**src/core/pmf_defs.svh**
```systemverilog
// constants for the timing-message filter block
// assumes a 40 MHz system clock and a classic wishbone master
//
// Notes on behaviour
// - unicast enabled: port 319/320, non-reserved address is timing
// - unicast timing frames use ordinary lookup forwarding
// - unicast disabled: only multicast timing frames recognised
// - alternate master: same-domain sync/req go to network
// - no alternate master: same-domain dropped, others forwarded
// - priority bit selects all or event to top queue
// - follow_up reaches host only matching its sync
// - delay_resp reaches host only matching delay_req
// - peer responses reach host only matching pdelay_req
// - no best master: drop sync, follow_up, delay_req
// - domain check: host on match, else drop
// - checksum enabled: recompute when frame content changes
// - checksum disabled: write zero checksum
// - zero ipv4 checksum stays zero
// - ipv6 udp checksum always updated
// - reference domain is 8-bit, resets zero
// - timing handling only while global mode enabled
`ifndef PMF_DEFS_SVH
`define PMF_DEFS_SVH
// ----------------------------------------------------------------
// register indices (byte address is four times the index)
// ----------------------------------------------------------------
`define PMF_IDX_CFG1      14'h0514
`define PMF_IDX_CFG2      14'h0516
`define PMF_IDX_DOMVER    14'h0518
`define PMF_IDX_STATUS    14'h0600
// ----------------------------------------------------------------
// reset values and writable masks
// ----------------------------------------------------------------
`define PMF_CFG1_RST      16'h0039
`define PMF_CFG1_WMASK    16'h007E
`define PMF_CFG2_RST      16'h1004
`define PMF_CFG2_WMASK    16'h1FB4
`define PMF_DOMVER_RST    16'h0200
`define PMF_DOMVER_WMASK  16'h0FFF
// ----------------------------------------------------------------
// field positions
// ----------------------------------------------------------------
`define PMF_CFG1_MODE_EN  6
`define PMF_CFG2_UNICAST  12
`define PMF_CFG2_ALT_MST  11
`define PMF_CFG2_PRIO_ALL 10
`define PMF_CFG2_CHK_SYNC 9
`define PMF_CFG2_CHK_DLY  8
`define PMF_CFG2_CHK_PDLY 7
`define PMF_CFG2_AUTODROP 5
`define PMF_CFG2_CHK_DOM  4
`define PMF_CFG2_CSUM_EN  2
// ----------------------------------------------------------------
// message codes, ports, sizes
// ----------------------------------------------------------------
`define PMF_MT_SYNC       4'h0
`define PMF_MT_DREQ       4'h1
`define PMF_MT_PDREQ      4'h2
`define PMF_MT_PDRESP     4'h3
`define PMF_MT_FUP        4'h8
`define PMF_MT_DRESP      4'h9
`define PMF_MT_PDFUP      4'hA
`define PMF_UDP_EVENT     16'h013F
`define PMF_UDP_GENERAL   16'h0140
`define PMF_HOST_PORT     2'h2
`define PMF_NPORTS        3
`define PMF_ID_W          104
`define PMF_FIFO_DEPTH    16
`define PMF_DEC_W         8
`endif

```
**src/core/pmf_pkg.sv**
```systemverilog
// types shared by the timing-message filter
// assumes nothing beyond the defs header
package pmf_pkg;
  typedef enum logic [1:0] {PMF_L2, PMF_IPV4, PMF_IPV6} pmf_xport_t;
  typedef enum logic [1:0] {PMF_CS_KEEP, PMF_CS_CALC, PMF_CS_ZERO} pmf_csum_t;
endpackage

```
**src/core/pmf_top.sv**
```systemverilog
// decision fifo and the timing-message filter top
// assumes a parsed header descriptor per frame and a classic wishbone master
`include "pmf_defs.svh"

// ----------------------------------------------------------------
// decision fifo
// ----------------------------------------------------------------
module pmf_fifo #(
  parameter int W     = 8,
  parameter int DEPTH = 16
) (
  input  wire logic         clk_sys_i,
  input  wire logic         rst_i,
  input  wire logic         in_valid_i,
  output logic              in_ready_o,
  input  wire logic [W-1:0] in_data_i,
  output logic              out_valid_o,
  input  wire logic         out_ready_i,
  output logic [W-1:0]      out_data_o,
  output logic [$clog2(DEPTH):0] count_o
);
  localparam int AW = $clog2(DEPTH);
  logic [W-1:0]  mem_q [DEPTH];
  logic [AW-1:0] wr_q;
  logic [AW-1:0] rd_q;
  logic [AW:0]   cnt_q;
  logic          push;
  logic          pop;

  assign in_ready_o  = (cnt_q != (AW+1)'(DEPTH));
  assign out_valid_o = (cnt_q != '0);
  assign out_data_o  = mem_q[rd_q];
  assign count_o     = cnt_q;
  assign push        = in_valid_i && in_ready_o;
  assign pop         = out_valid_o && out_ready_i;

  always_ff @(posedge clk_sys_i)
  begin
    if (push)
    begin
      mem_q[wr_q] <= in_data_i;
    end
  end

  always_ff @(posedge clk_sys_i)
  begin
    if (rst_i)
    begin
      wr_q  <= '0;
      rd_q  <= '0;
      cnt_q <= '0;
    end
    else
    begin
      if (push)
      begin
        wr_q <= wr_q + AW'(1);
      end
      if (pop)
      begin
        rd_q <= rd_q + AW'(1);
      end
      cnt_q <= cnt_q + (AW+1)'(push) - (AW+1)'(pop);
    end
  end
endmodule

// ----------------------------------------------------------------
// filter top
// ----------------------------------------------------------------
module pmf_top (
  input  wire logic        clk_sys_i,
  input  wire logic        rst_i,
  input  wire logic        wb_cyc_i,
  input  wire logic        wb_stb_i,
  input  wire logic        wb_we_i,
  input  wire logic [15:0] wb_adr_i,
  input  wire logic [3:0]  wb_sel_i,
  input  wire logic [31:0] wb_dat_i,
  output logic [31:0]      wb_dat_o,
  output logic             wb_ack_o,
  input  wire logic        msg_valid_i,
  output logic             msg_ready_o,
  input  wire logic [1:0]  msg_port_i,
  input  wire logic [3:0]  msg_type_i,
  input  wire logic [7:0]  msg_domain_i,
  input  wire logic [15:0] msg_seq_i,
  input  wire logic [79:0] msg_src_i,
  input  wire logic [15:0] msg_udp_dport_i,
  input  wire logic [1:0]  msg_xport_i,
  input  wire logic        msg_rsvd_addr_i,
  input  wire logic        msg_from_master_i,
  input  wire logic        msg_csum_zero_i,
  input  wire logic        msg_modified_i,
  input  wire logic        bmc_known_i,
  output logic             dec_valid_o,
  input  wire logic        dec_ready_i,
  output logic             dec_timing_o,
  output logic             dec_host_o,
  output logic             dec_net_o,
  output logic             dec_lookup_o,
  output logic             dec_drop_o,
  output logic             dec_hiq_o,
  output logic [1:0]       dec_csum_o
);
  logic [15:0] cfg1_q;
  logic [15:0] cfg2_q;
  logic [15:0] domver_q;
  logic [15:0] drop_cnt_q;
  logic        ack_q;
  logic [31:0] rdat_q;
  logic [13:0] idx;
  logic        wr_stb;
  logic [15:0] wmask;
  logic [15:0] wval;
  logic [4:0]  fifo_cnt;
  logic        push;
  logic        mode_en;
  logic        is_uni;
  logic        timing;
  logic        is_event;
  logic        from_host;
  logic        same_dom;
  logic        match;
  logic        chk_need;
  logic        host;
  logic        net;
  logic        drop;
  logic        hiq;
  pmf_pkg::pmf_csum_t csum;
  logic [`PMF_DEC_W-1:0] dec_in;
  logic [`PMF_DEC_W-1:0] dec_out;
  logic [`PMF_ID_W-1:0]  msg_id;
  logic [`PMF_ID_W-1:0]  id_q  [`PMF_NPORTS][3];
  logic                  idv_q [`PMF_NPORTS][3];
  logic [1:0]            kind;
  logic                  is_req;
  logic                  is_resp;

  // ----------------------------------------------------------------
  // wishbone slave, one wait state, unmapped reads return zero
  // ----------------------------------------------------------------
  assign idx    = wb_adr_i[15:2];
  assign wr_stb = wb_cyc_i && wb_stb_i && wb_we_i && !ack_q;
  assign wmask  = {{8{wb_sel_i[1]}}, {8{wb_sel_i[0]}}};
  assign wb_ack_o = ack_q;
  assign wb_dat_o = rdat_q;

  always_ff @(posedge clk_sys_i)
  begin
    if (rst_i)
    begin
      ack_q <= 1'b0;
    end
    else
    begin
      ack_q <= wb_cyc_i && wb_stb_i && !ack_q;
    end
  end

  always_ff @(posedge clk_sys_i)
  begin
    if (rst_i)
    begin
      rdat_q <= '0;
    end
    else
    begin
      unique case (idx)
        `PMF_IDX_CFG1:   rdat_q <= {16'h0000, cfg1_q};
        `PMF_IDX_CFG2:   rdat_q <= {16'h0000, cfg2_q};
        `PMF_IDX_DOMVER: rdat_q <= {16'h0000, domver_q};
        `PMF_IDX_STATUS: rdat_q <= {drop_cnt_q, 11'h000, fifo_cnt};
        default:         rdat_q <= '0;
      endcase
    end
  end

  // reserved bits keep their reset value under any write
  function automatic logic [15:0] merge(input logic [15:0] old, input logic [15:0] m);
    merge = (old & ~(wmask & m)) | (wb_dat_i[15:0] & wmask & m);
  endfunction

  always_ff @(posedge clk_sys_i)
  begin
    if (rst_i)
    begin
      cfg1_q   <= `PMF_CFG1_RST;
      cfg2_q   <= `PMF_CFG2_RST;
      domver_q <= `PMF_DOMVER_RST;
    end
    else if (wr_stb)
    begin
      if (idx == `PMF_IDX_CFG1)
      begin
        cfg1_q <= merge(cfg1_q, `PMF_CFG1_WMASK);
      end
      if (idx == `PMF_IDX_CFG2)
      begin
        cfg2_q <= merge(cfg2_q, `PMF_CFG2_WMASK);
      end
      if (idx == `PMF_IDX_DOMVER)
      begin
        domver_q <= merge(domver_q, `PMF_DOMVER_WMASK);
      end
    end
  end

  // ----------------------------------------------------------------
  // classification
  // ----------------------------------------------------------------
  assign push      = msg_valid_i && msg_ready_o;
  assign mode_en   = cfg1_q[`PMF_CFG1_MODE_EN];
  assign is_event  = !msg_type_i[3];
  assign from_host = (msg_port_i == `PMF_HOST_PORT);
  assign same_dom  = (msg_domain_i == domver_q[7:0]);
  assign msg_id    = {msg_domain_i, msg_seq_i, msg_src_i};
  assign is_uni    = cfg2_q[`PMF_CFG2_UNICAST] && !msg_rsvd_addr_i
                     && (msg_udp_dport_i == `PMF_UDP_EVENT
                         || msg_udp_dport_i == `PMF_UDP_GENERAL);
  // unicast off leaves only reserved-address frames as timing
  assign timing    = mode_en && (msg_rsvd_addr_i || is_uni);

  always_comb
  begin
    kind     = 2'd0;
    is_req   = 1'b0;
    is_resp  = 1'b0;
    chk_need = 1'b0;
    unique case (msg_type_i)
      `PMF_MT_SYNC:   is_req = 1'b1;
      `PMF_MT_DREQ:
      begin
        kind   = 2'd1;
        is_req = 1'b1;
      end
      `PMF_MT_PDREQ:
      begin
        kind   = 2'd2;
        is_req = 1'b1;
      end
      `PMF_MT_FUP:
      begin
        is_resp  = 1'b1;
        chk_need = cfg2_q[`PMF_CFG2_CHK_SYNC];
      end
      `PMF_MT_DRESP:
      begin
        kind     = 2'd1;
        is_resp  = 1'b1;
        chk_need = cfg2_q[`PMF_CFG2_CHK_DLY];
      end
      `PMF_MT_PDRESP, `PMF_MT_PDFUP:
      begin
        kind     = 2'd2;
        is_resp  = 1'b1;
        chk_need = cfg2_q[`PMF_CFG2_CHK_PDLY];
      end
      default:        kind = 2'd0;
    endcase
  end

  // a port beyond the table never matches
  assign match = (msg_port_i < 2'(`PMF_NPORTS)) && idv_q[msg_port_i][kind]
                 && (id_q[msg_port_i][kind] == msg_id);

  always_comb
  begin
    host = timing && !from_host;
    net  = timing;
    drop = 1'b0;
    if (timing && !is_uni && !from_host && msg_from_master_i
        && (msg_type_i == `PMF_MT_SYNC || msg_type_i == `PMF_MT_DREQ))
    begin
      if (same_dom)
      begin
        host = 1'b0;
        net  = cfg2_q[`PMF_CFG2_ALT_MST];
      end
    end
    if (is_resp && chk_need && !match)
    begin
      host = 1'b0;
    end
    if (timing && cfg2_q[`PMF_CFG2_CHK_DOM] && !same_dom)
    begin
      drop = 1'b1;
    end
    if (timing && cfg2_q[`PMF_CFG2_AUTODROP] && !bmc_known_i
        && (msg_type_i == `PMF_MT_SYNC || msg_type_i == `PMF_MT_FUP
            || msg_type_i == `PMF_MT_DREQ))
    begin
      drop = 1'b1;
    end
    if (drop || is_uni)
    begin
      host = 1'b0;
      net  = 1'b0;
    end
  end

  assign hiq = timing && (cfg2_q[`PMF_CFG2_PRIO_ALL] || is_event);

  always_comb
  begin
    csum = pmf_pkg::PMF_CS_KEEP;
    if (timing && msg_xport_i == 2'(pmf_pkg::PMF_IPV6))
    begin
      csum = pmf_pkg::PMF_CS_CALC;
    end
    else if (timing && msg_xport_i == 2'(pmf_pkg::PMF_IPV4) && !msg_csum_zero_i)
    begin
      if (!cfg2_q[`PMF_CFG2_CSUM_EN])
      begin
        csum = pmf_pkg::PMF_CS_ZERO;
      end
      else if (msg_modified_i)
      begin
        csum = pmf_pkg::PMF_CS_CALC;
      end
    end
  end

  assign dec_in = {timing, host, net, !timing || is_uni, drop, hiq, csum};

  // ----------------------------------------------------------------
  // per-port identifier memory of the last sync and requests
  // ----------------------------------------------------------------
  for (genvar p = 0; p < `PMF_NPORTS; p++)
  begin : g_port
    always_ff @(posedge clk_sys_i)
    begin
      if (rst_i)
      begin
        idv_q[p] <= '{3{1'b0}};
      end
      else if (push && timing && is_req && msg_port_i == 2'(p))
      begin
        id_q[p][kind]  <= msg_id;
        idv_q[p][kind] <= 1'b1;
      end
    end
  end

  always_ff @(posedge clk_sys_i)
  begin
    if (rst_i)
    begin
      drop_cnt_q <= '0;
    end
    else if (push && drop)
    begin
      drop_cnt_q <= drop_cnt_q + 16'h0001;
    end
  end

  // ----------------------------------------------------------------
  // decision queue; a stalled consumer stalls the descriptor source
  // ----------------------------------------------------------------
  pmf_fifo #(
    .W     (`PMF_DEC_W),
    .DEPTH (`PMF_FIFO_DEPTH)
  ) u_fifo (
    .clk_sys_i   (clk_sys_i),
    .rst_i       (rst_i),
    .in_valid_i  (msg_valid_i),
    .in_ready_o  (msg_ready_o),
    .in_data_i   (dec_in),
    .out_valid_o (dec_valid_o),
    .out_ready_i (dec_ready_i),
    .out_data_o  (dec_out),
    .count_o     (fifo_cnt)
  );

  assign {dec_timing_o, dec_host_o, dec_net_o, dec_lookup_o,
          dec_drop_o, dec_hiq_o, dec_csum_o} = dec_out;
endmodule

```
**config.mk**
```make
export PLATFORM = sky130hd
export DESIGN_NAME = pmf_top
export DESIGN_NICKNAME = d
export VERILOG_FILES = /design/src/core/pmf_pkg.sv /design/src/core/pmf_top.sv
export VERILOG_INCLUDE_DIRS = /design/src /design/src/core
export SDC_FILE = /design/constraint.sdc
export NUM_CORES = 1
export LEC_CHECK = 0
export BUFFER_PORTS_ARGS = -buffer_cell sky130_fd_sc_hd__clkbuf_2
export CAP_MARGIN = 0
export CORE_AREA = 2 2 328 330
export CTS_CLUSTER_SIZE = 30
export DETAILED_ROUTE_END_ITERATION = 6
export DIE_AREA = 0 0 330 332
export PLACE_DENSITY = 0.69
export SLEW_MARGIN = 0
export SYNTH_ARGS = -nofsm -noshare
export SYNTH_HDL_FRONTEND = slang
export SYNTH_SLANG_ARGS = --single-unit
```
**constraint.sdc**
```tcl
create_clock -name clk_sys_i -period 26.9 [get_ports clk_sys_i]
set_input_delay 5.38 -clock clk_sys_i [delete_from_list [all_inputs] [get_ports clk_sys_i]]
set_output_delay 5.38 -clock clk_sys_i [all_outputs]
set_load 0.05 [all_outputs]
```
# ---- Word-level counts from Yosys, hierarchy flattened
# Memory sizes are Yosys's and may differ from the RTL's. A register that Yosys moved wholly into a read port is not among the register bits.
# Cells that the tools add are included.
dict set report classes {
  n_reduce_logical 65
  bitwise 20
  add_sub_neg 5
  eq_ne 19
  mux 61
  magnitude_cmp 3
}
# op n
set op_table {}
lappend op_table {{two-way mux 312 bit} 7}
lappend op_table {{OR reduction 312 bit} 2}
lappend op_table {{two-way mux 104 bit} 3}
lappend op_table {{binary-select mux 104 bit (select 2 bit)} 1}
lappend op_table {{demux 104 bit (select 2 bit)} 1}
lappend op_table {{one-hot mux 32 bit (4 select lines)} 1}
lappend op_table {{equality test 104 bit} 1}
lappend op_table {{equality test 14 x 11 -> 1 bit, second input constant} 4}
lappend op_table {{AND 16 bit} 3}
lappend op_table {{logical AND 1 bit} 34}
lappend op_table {{two-way mux 1 bit} 34}
lappend op_table {{equality test 16 x 9 -> 1 bit, second input constant} 2}
lappend op_table {{adder 16 x 1 -> 16 bit, second input constant} 1}
lappend op_table {{inverter 12 -> 16 bit} 1}
lappend op_table {{inverter 13 -> 16 bit} 1}
lappend op_table {{inverter 7 -> 16 bit} 1}
lappend op_table {{bitwise OR 16 x 12 -> 16 bit} 1}
lappend op_table {{bitwise OR 16 x 13 -> 16 bit} 1}
lappend op_table {{bitwise OR 16 x 7 -> 16 bit} 1}
lappend op_table {{AND 13 bit} 1}
lappend op_table {{equality test 4 bit, second input constant} 3}
lappend op_table {{logical NOT 1 bit} 10}
lappend op_table {{two-way mux 2 bit} 5}
lappend op_table {{two-way mux 3 bit} 3}
lappend op_table {{27 further kinds} 51}
dict set report word_totals {
  ramBits 1073
  reg_bits 110
  mem_count 3
  output_inout_bits 43
}
# memory words word_bits read_ports rd_clocked_by_memory_dff wr line
set mem_list {}
lappend mem_list {id_q 3 312 1 0 1 pmf_top.sv:134} ;# logic [`PMF_ID_W-1:0] id_q [`PMF_NPORTS][3];
lappend mem_list {u_fifo.mem_q 16 8 1 1 1 pmf_top.sv:23} ;# logic [W-1:0] mem_q [DEPTH];
lappend mem_list {idv_q 3 3 1 0 3 pmf_top.sv:135} ;# logic idv_q [`PMF_NPORTS][3];

# ---- Longest topological paths before layout
dict set report logic_depth {
  depth_word 14
  mapped_depth 15
  ltp_nobuf 14
}

# ---- Hierarchy
# From an unflattened synthesis, not the netlist that was laid out.
dict set report hier_totals {
  hier_cells 3011
  hier_area_um2 46487.1
}
# module instances area_per_inst_um2 seq_area_each_um2 cells_each
set by_module_without_submodules {}
lappend by_module_without_submodules {pmf_top 1 40730.3 29808.6 2700}
lappend by_module_without_submodules {pmf_fifo 1 5756.8 4184.0 311}

# ---- Worst setup path after synthesis
# Ideal clock, no wire load.
dict set report synth_path {
  path_type {input to register}
  from {input port msg_udp_dport_i[9]}
  to {memory idv_q[1][2] (netlist bit) (data pin)}
  stages 9
  path_buffers 0
  slack_ns 14.720
  arrival_time_ns 11.101
  setup_ns 1.079
  required_ns 25.821
  cell_sequence {nor4b_1 > nand3_1 > a21oi_1 > o21ai_1 > inv_1 > nand3_1 > nor2_1 > nand2_1 > nor2_1}
}
# item line
set synth_lines {}
lappend synth_lines {{from (decl)} pmf_top.sv:89} ;# input wire logic [15:0] msg_udp_dport_i,
lappend synth_lines {{to (decl)} pmf_top.sv:135}

# ---- Worst setup path in the final report
dict set report layout_path {
  from {input port msg_port_i[0]}
  to {memory u_fifo.mem_q[13][6] (data pin)}
}
dict set report layout_between {
  elab_chain_cells 10
  word_cells_on_any_way 24
}
# item line
set layout_rtl {}
lappend layout_rtl {{from (decl)} pmf_top.sv:84} ;# input wire logic [1:0] msg_port_i,
lappend layout_rtl {{memory (3 x 312 bit) / memory (3 x 3 bit) (equally long branches)} n/a}
lappend layout_rtl {{binary-select mux 104 bit (select 2 bit) / binary-select mux 1 bit (select 2 bit) (equally long branches)} {pmf_top.sv:265, pmf_top.sv:264}}
lappend layout_rtl {{two-way mux 104 bit (implied by the code) / two-way mux 1 bit (equally long branches) (2 in a row)} {pmf_top.sv:265, pmf_top.sv:264}}
lappend layout_rtl {{equality test 104 bit / logical AND 1 bit (equally long branches)} {pmf_top.sv:265, pmf_top.sv:264}}
lappend layout_rtl {{logical AND 1 bit} pmf_top.sv:264} ;# assign match = (msg_port_i < 2'(`PMF_NPORTS)) && idv_q[msg_port_i][kind]
lappend layout_rtl {{logical NOT 1 bit} pmf_top.sv:281} ;# if (is_resp && chk_need && !match)
lappend layout_rtl {{logical AND 1 bit} pmf_top.sv:281}
lappend layout_rtl {{two-way mux 1 bit (*)} pmf_top.sv:281}
lappend layout_rtl {{two-way mux 1 bit (*)} pmf_top.sv:295} ;# if (drop || is_uni)
lappend layout_rtl {{net dec_in[6]} pmf_top.sv:131} ;# logic [`PMF_DEC_W-1:0] dec_in;
lappend layout_rtl {{to (decl)} pmf_top.sv:23}
# The timed path passes the listed nets; every way through them passes the cells marked *. The select of a mux whose other input is x is not followed.

==> out/metrics.cfg <==
[outcome]
status = finished, violations left
violations = DRC

[routing]
wl_per_cell_um = 22.7
wirelength_um = 106000
drc = 14
met2_length_um = 52100
via_per_inst = 5.53
vias = 25900
ant_nets = 0
top_layer = met5
wl_met3_um = 6470
dr.pass1.iters = 7
met1_length_um = 45700
drt_iter0_markers = 2326

[synth]
syn-instance-count = 2985
synth.distinct_cells = 73
yosys_register_bits = 1163
syn_area_per_cell_um2 = 15.6
synthMuxAreaShare_pct = 9.37
synth_xor_area_share_pct = 2.00
ys.flop_type = edfxtp_1
synth_edf_count = 1070
yosys_warnings = 0
synth_adder_area_share_pct = 0.366
yosysTopAreaCellShare_pct = 69.2
yosys.area_share.simple_pct = 5.72
synthTopCellsByArea = edfxtp_1 69%, mux2i_1 6.5%, dfxtp_1 4.0%
async_flop_share_pct = 0
synth_compound_area_share_pct = 7.48
synth_top_family_by_area = multiplexers
ys_seq_area_share_pct = 73.2
synth.cell_area_mm2 = 0.0465
yosysTopAreaCell = edfxtp_1

[timing]
worst_clock_skew_ns = 0.0609
setup_viol = 0
finalSetupTns_ns = 0
worstMarginPinSlew_ns = 1.23
period_needed_ns = 10.15
max_freq_ghz = 0.0985
final_hold_viol_count = 0
rsz0062_at_grt = no
relSlewSlack_pct = 16.7
fin_crit_sh_pct = 37.7
finalMaxSlewViolations = 0

[floorplan]
io_pins = 235
dieArea_mm2 = 0.110
die_w_um = 330
initial_core_util_pct = 43.7
row_count = 120
core-area_mm2 = 0.106
fp.dieH_um = 332

[cells_and_area]
drive_gt1_share_pct = 15.9
stdcell_area_mm2 = 0.0526
mostFrequentLayoutCell = edfxtp_1
area.growth.synth_to_final_pct = 13.2
nNetsFinal = 3389
nFillCells = 8862
final_cell_mix = 1070 x edfxtp_1, 300 x mux2i_1, 259 x nand2_1

[min_path]
hold_path_startpoint = idv_q[2][1]$_DFF_P_
hp-class = reg2reg

[clock_network]
post_cts_buffers = 0
cts.repair.resized = 0
tritoncts = yes
path_clk_slew_ns = 0.06
cts_root_buf = clkbuf_16
htreeDepth = 3
clock_path_buffers = 3
cts.sinks = 1163
hold_buffers = 0
clk_latency_ns = 0.70
cts_made_buffers = 114

[worst_setup_path]
crit_fanout = 109
cp_data_arrival_time_ns = 10.66
startpoint = msg_port_i[0]
cp_slowest_stage_delay_ns = 1.01
cp_cell_sequence = buf_8 -> buf_4 -> buf_12 -> mux2i_1 -> nand2_1 -> o211ai_1 -> a31oi_1 -> nor4b_1 -> nand4_1 -> nor4_1 -> nand4_1 -> o31ai_2 -> buf_4
critPathCaptureType = flop
cp.required_ns = 27.41
critPathLaunchType = input port
slowest_stage = nor4b_1
critPathBufInv = 4
crit_family = simple AND/OR/NAND/NOR gates
critical_path_class = in2reg

[grt]
grt_start_max_net_pins = 199
first_global_vias = 25300
grt_pass1_wl_um = 159000
antenna_found_initial = 14
globalRouteOverflowTotal = 0
grt_use_total_pct = 19.2

[power_and_ir_drop]
p_leak_nw = 17.8
irDropWorstVdd_mv = 0.0612
p_per_area_mw_per_mm2 = 72.6

[placed_design]
dpl_cell_area_mm2 = 0.0490
gp_congestion = 0.817
dpl.hpwl_um = 59500
portBuffers = 208

[flow_run]
maxCapViolations = 0

-- layer usage --
metal,GRT usage (%),vias up
met1,26.5,13100
met4,5.25,14
met2,31.2,733
met5,0,-
li1,-,11900
met3,3.55,152
-- worst paths after layout --
kind         cells past startpoint  slack [ns]                            end
max                             13       16.75  u_fifo.mem_q[13][6]$_DFFE_PP_
min reg2reg                      1        0.46            idv_q[2][1]$_DFF_P_
max reg2reg                     10       21.57          id_q[2][12]$_DFFE_PP_
min                              1        0.46            idv_q[2][1]$_DFF_P_
-- power by group --
part           switching [mW]  internal (mW)
Combinational           0.182          0.105
Clock                   0.677          0.860
Sequential             0.0128           1.98
Total                   0.872           2.94
-- area by class of cell --
| class | count | area, um^2 | area share [%] |
|---|---|---|---|
| Sequential cell | 1163 | 34000 | 64.6 |
| Tap cell | 1403 | 1760 | 3.34 |
| Inverter | 21 | 86.3 | 0.164 |
| Clock buffer | 139 | 2950 | 5.60 |
| Antenna cell | 7 | 17.5 | 0.0333 |
| Timing Repair Buffer | 252 | 1430 | 2.72 |
| Clock inverter | 72 | 661 | 1.26 |
| Multi-Input combinational cell | 1632 | 11700 | 22.2 |
-- synthesized netlist by cell type, types with 3 or more instances --
cell type	instances
nor3_1	15
a21o_1	4
a31oi_1	14
mux2_2	38
clkbuf_1	85
a22o_1	32
a222oi_1	5
o211ai_1	40
dfxtp_1	93
nand3_1	11
buf_4	16
nor3b_1	4
o22ai_1	54
xnor2_1	27
nand4_1	32
and4_1	10
a21oi_1	116
inv_1	20
o21ai_0	227
mux4_2	40
or4_1	3
ha_1	12
o221ai_1	3
nor4_1	14
buf_2	46
or3_1	3
mux2i_1	300
nor4b_1	9
buf_6	5
nor2_1	94
and2_1	21
nor2b_1	41
a2111oi_0	3
xor2_1	79
nand2b_1	5
buf_1	19
a22oi_1	11
nand2_1	260
a211oi_1	40
edfxtp_1	1070
and3_1	23
-- worst register-to-register path: cells and delay by family (launching register included) --
family / cells / cell delay, ns
simple gates: 5 / 2.01
buf+inv: 3 / 1.99
compound gates: 2 / 0.57
flops: 1 / 0.34
-- registers in the layout, summed over array words and instances (netlist names), named ones only --
signal and flops:
u_fifo.rd_q 4, u_fifo.mem_q 128, drop_cnt_q 16, id_q 936
wb_ack_o 1, idv_q 9, u_fifo.count_o 5, wb_dat_o 29
u_fifo.wr_q 4
-- cells by family (layout without fill, tap and decap cells) --
kind of cell    count (synthesis)  count (layout)
flops                        1163            1163
compound gates                574             574
simple gates                  556             556
mux                           380             380
buf+inv                       192             484
xor+xnor                      106             106
fa+ha+maj                      13              13
other cells                     1              10
-- metrics by stage --
| stage | cells | hold WS, ns | utilization, % | power, mW | worst slack [ns] |
|---|---|---|---|---|---|
| final | 4689 | 0.455 | 49.5 | 3.82 | 16.75 |
| after global routing | 4685 | 0.472 | 49.5 | 3.94 | 16.59 |
| after CTS | 4682 | 0.454 | 49.5 | 3.84 | 16.87 |
| after detailed placement | 4471 | 0.440 | 46.1 | 2.32 | 16.13 |
| after global placement | 4471 | 0.434 | 46.1 | 2.31 | 16.15 |
| after floorplan | 2987 | 0.425 | - | 2.23 | 14.72 |
(Power assumes the default switching activity.)
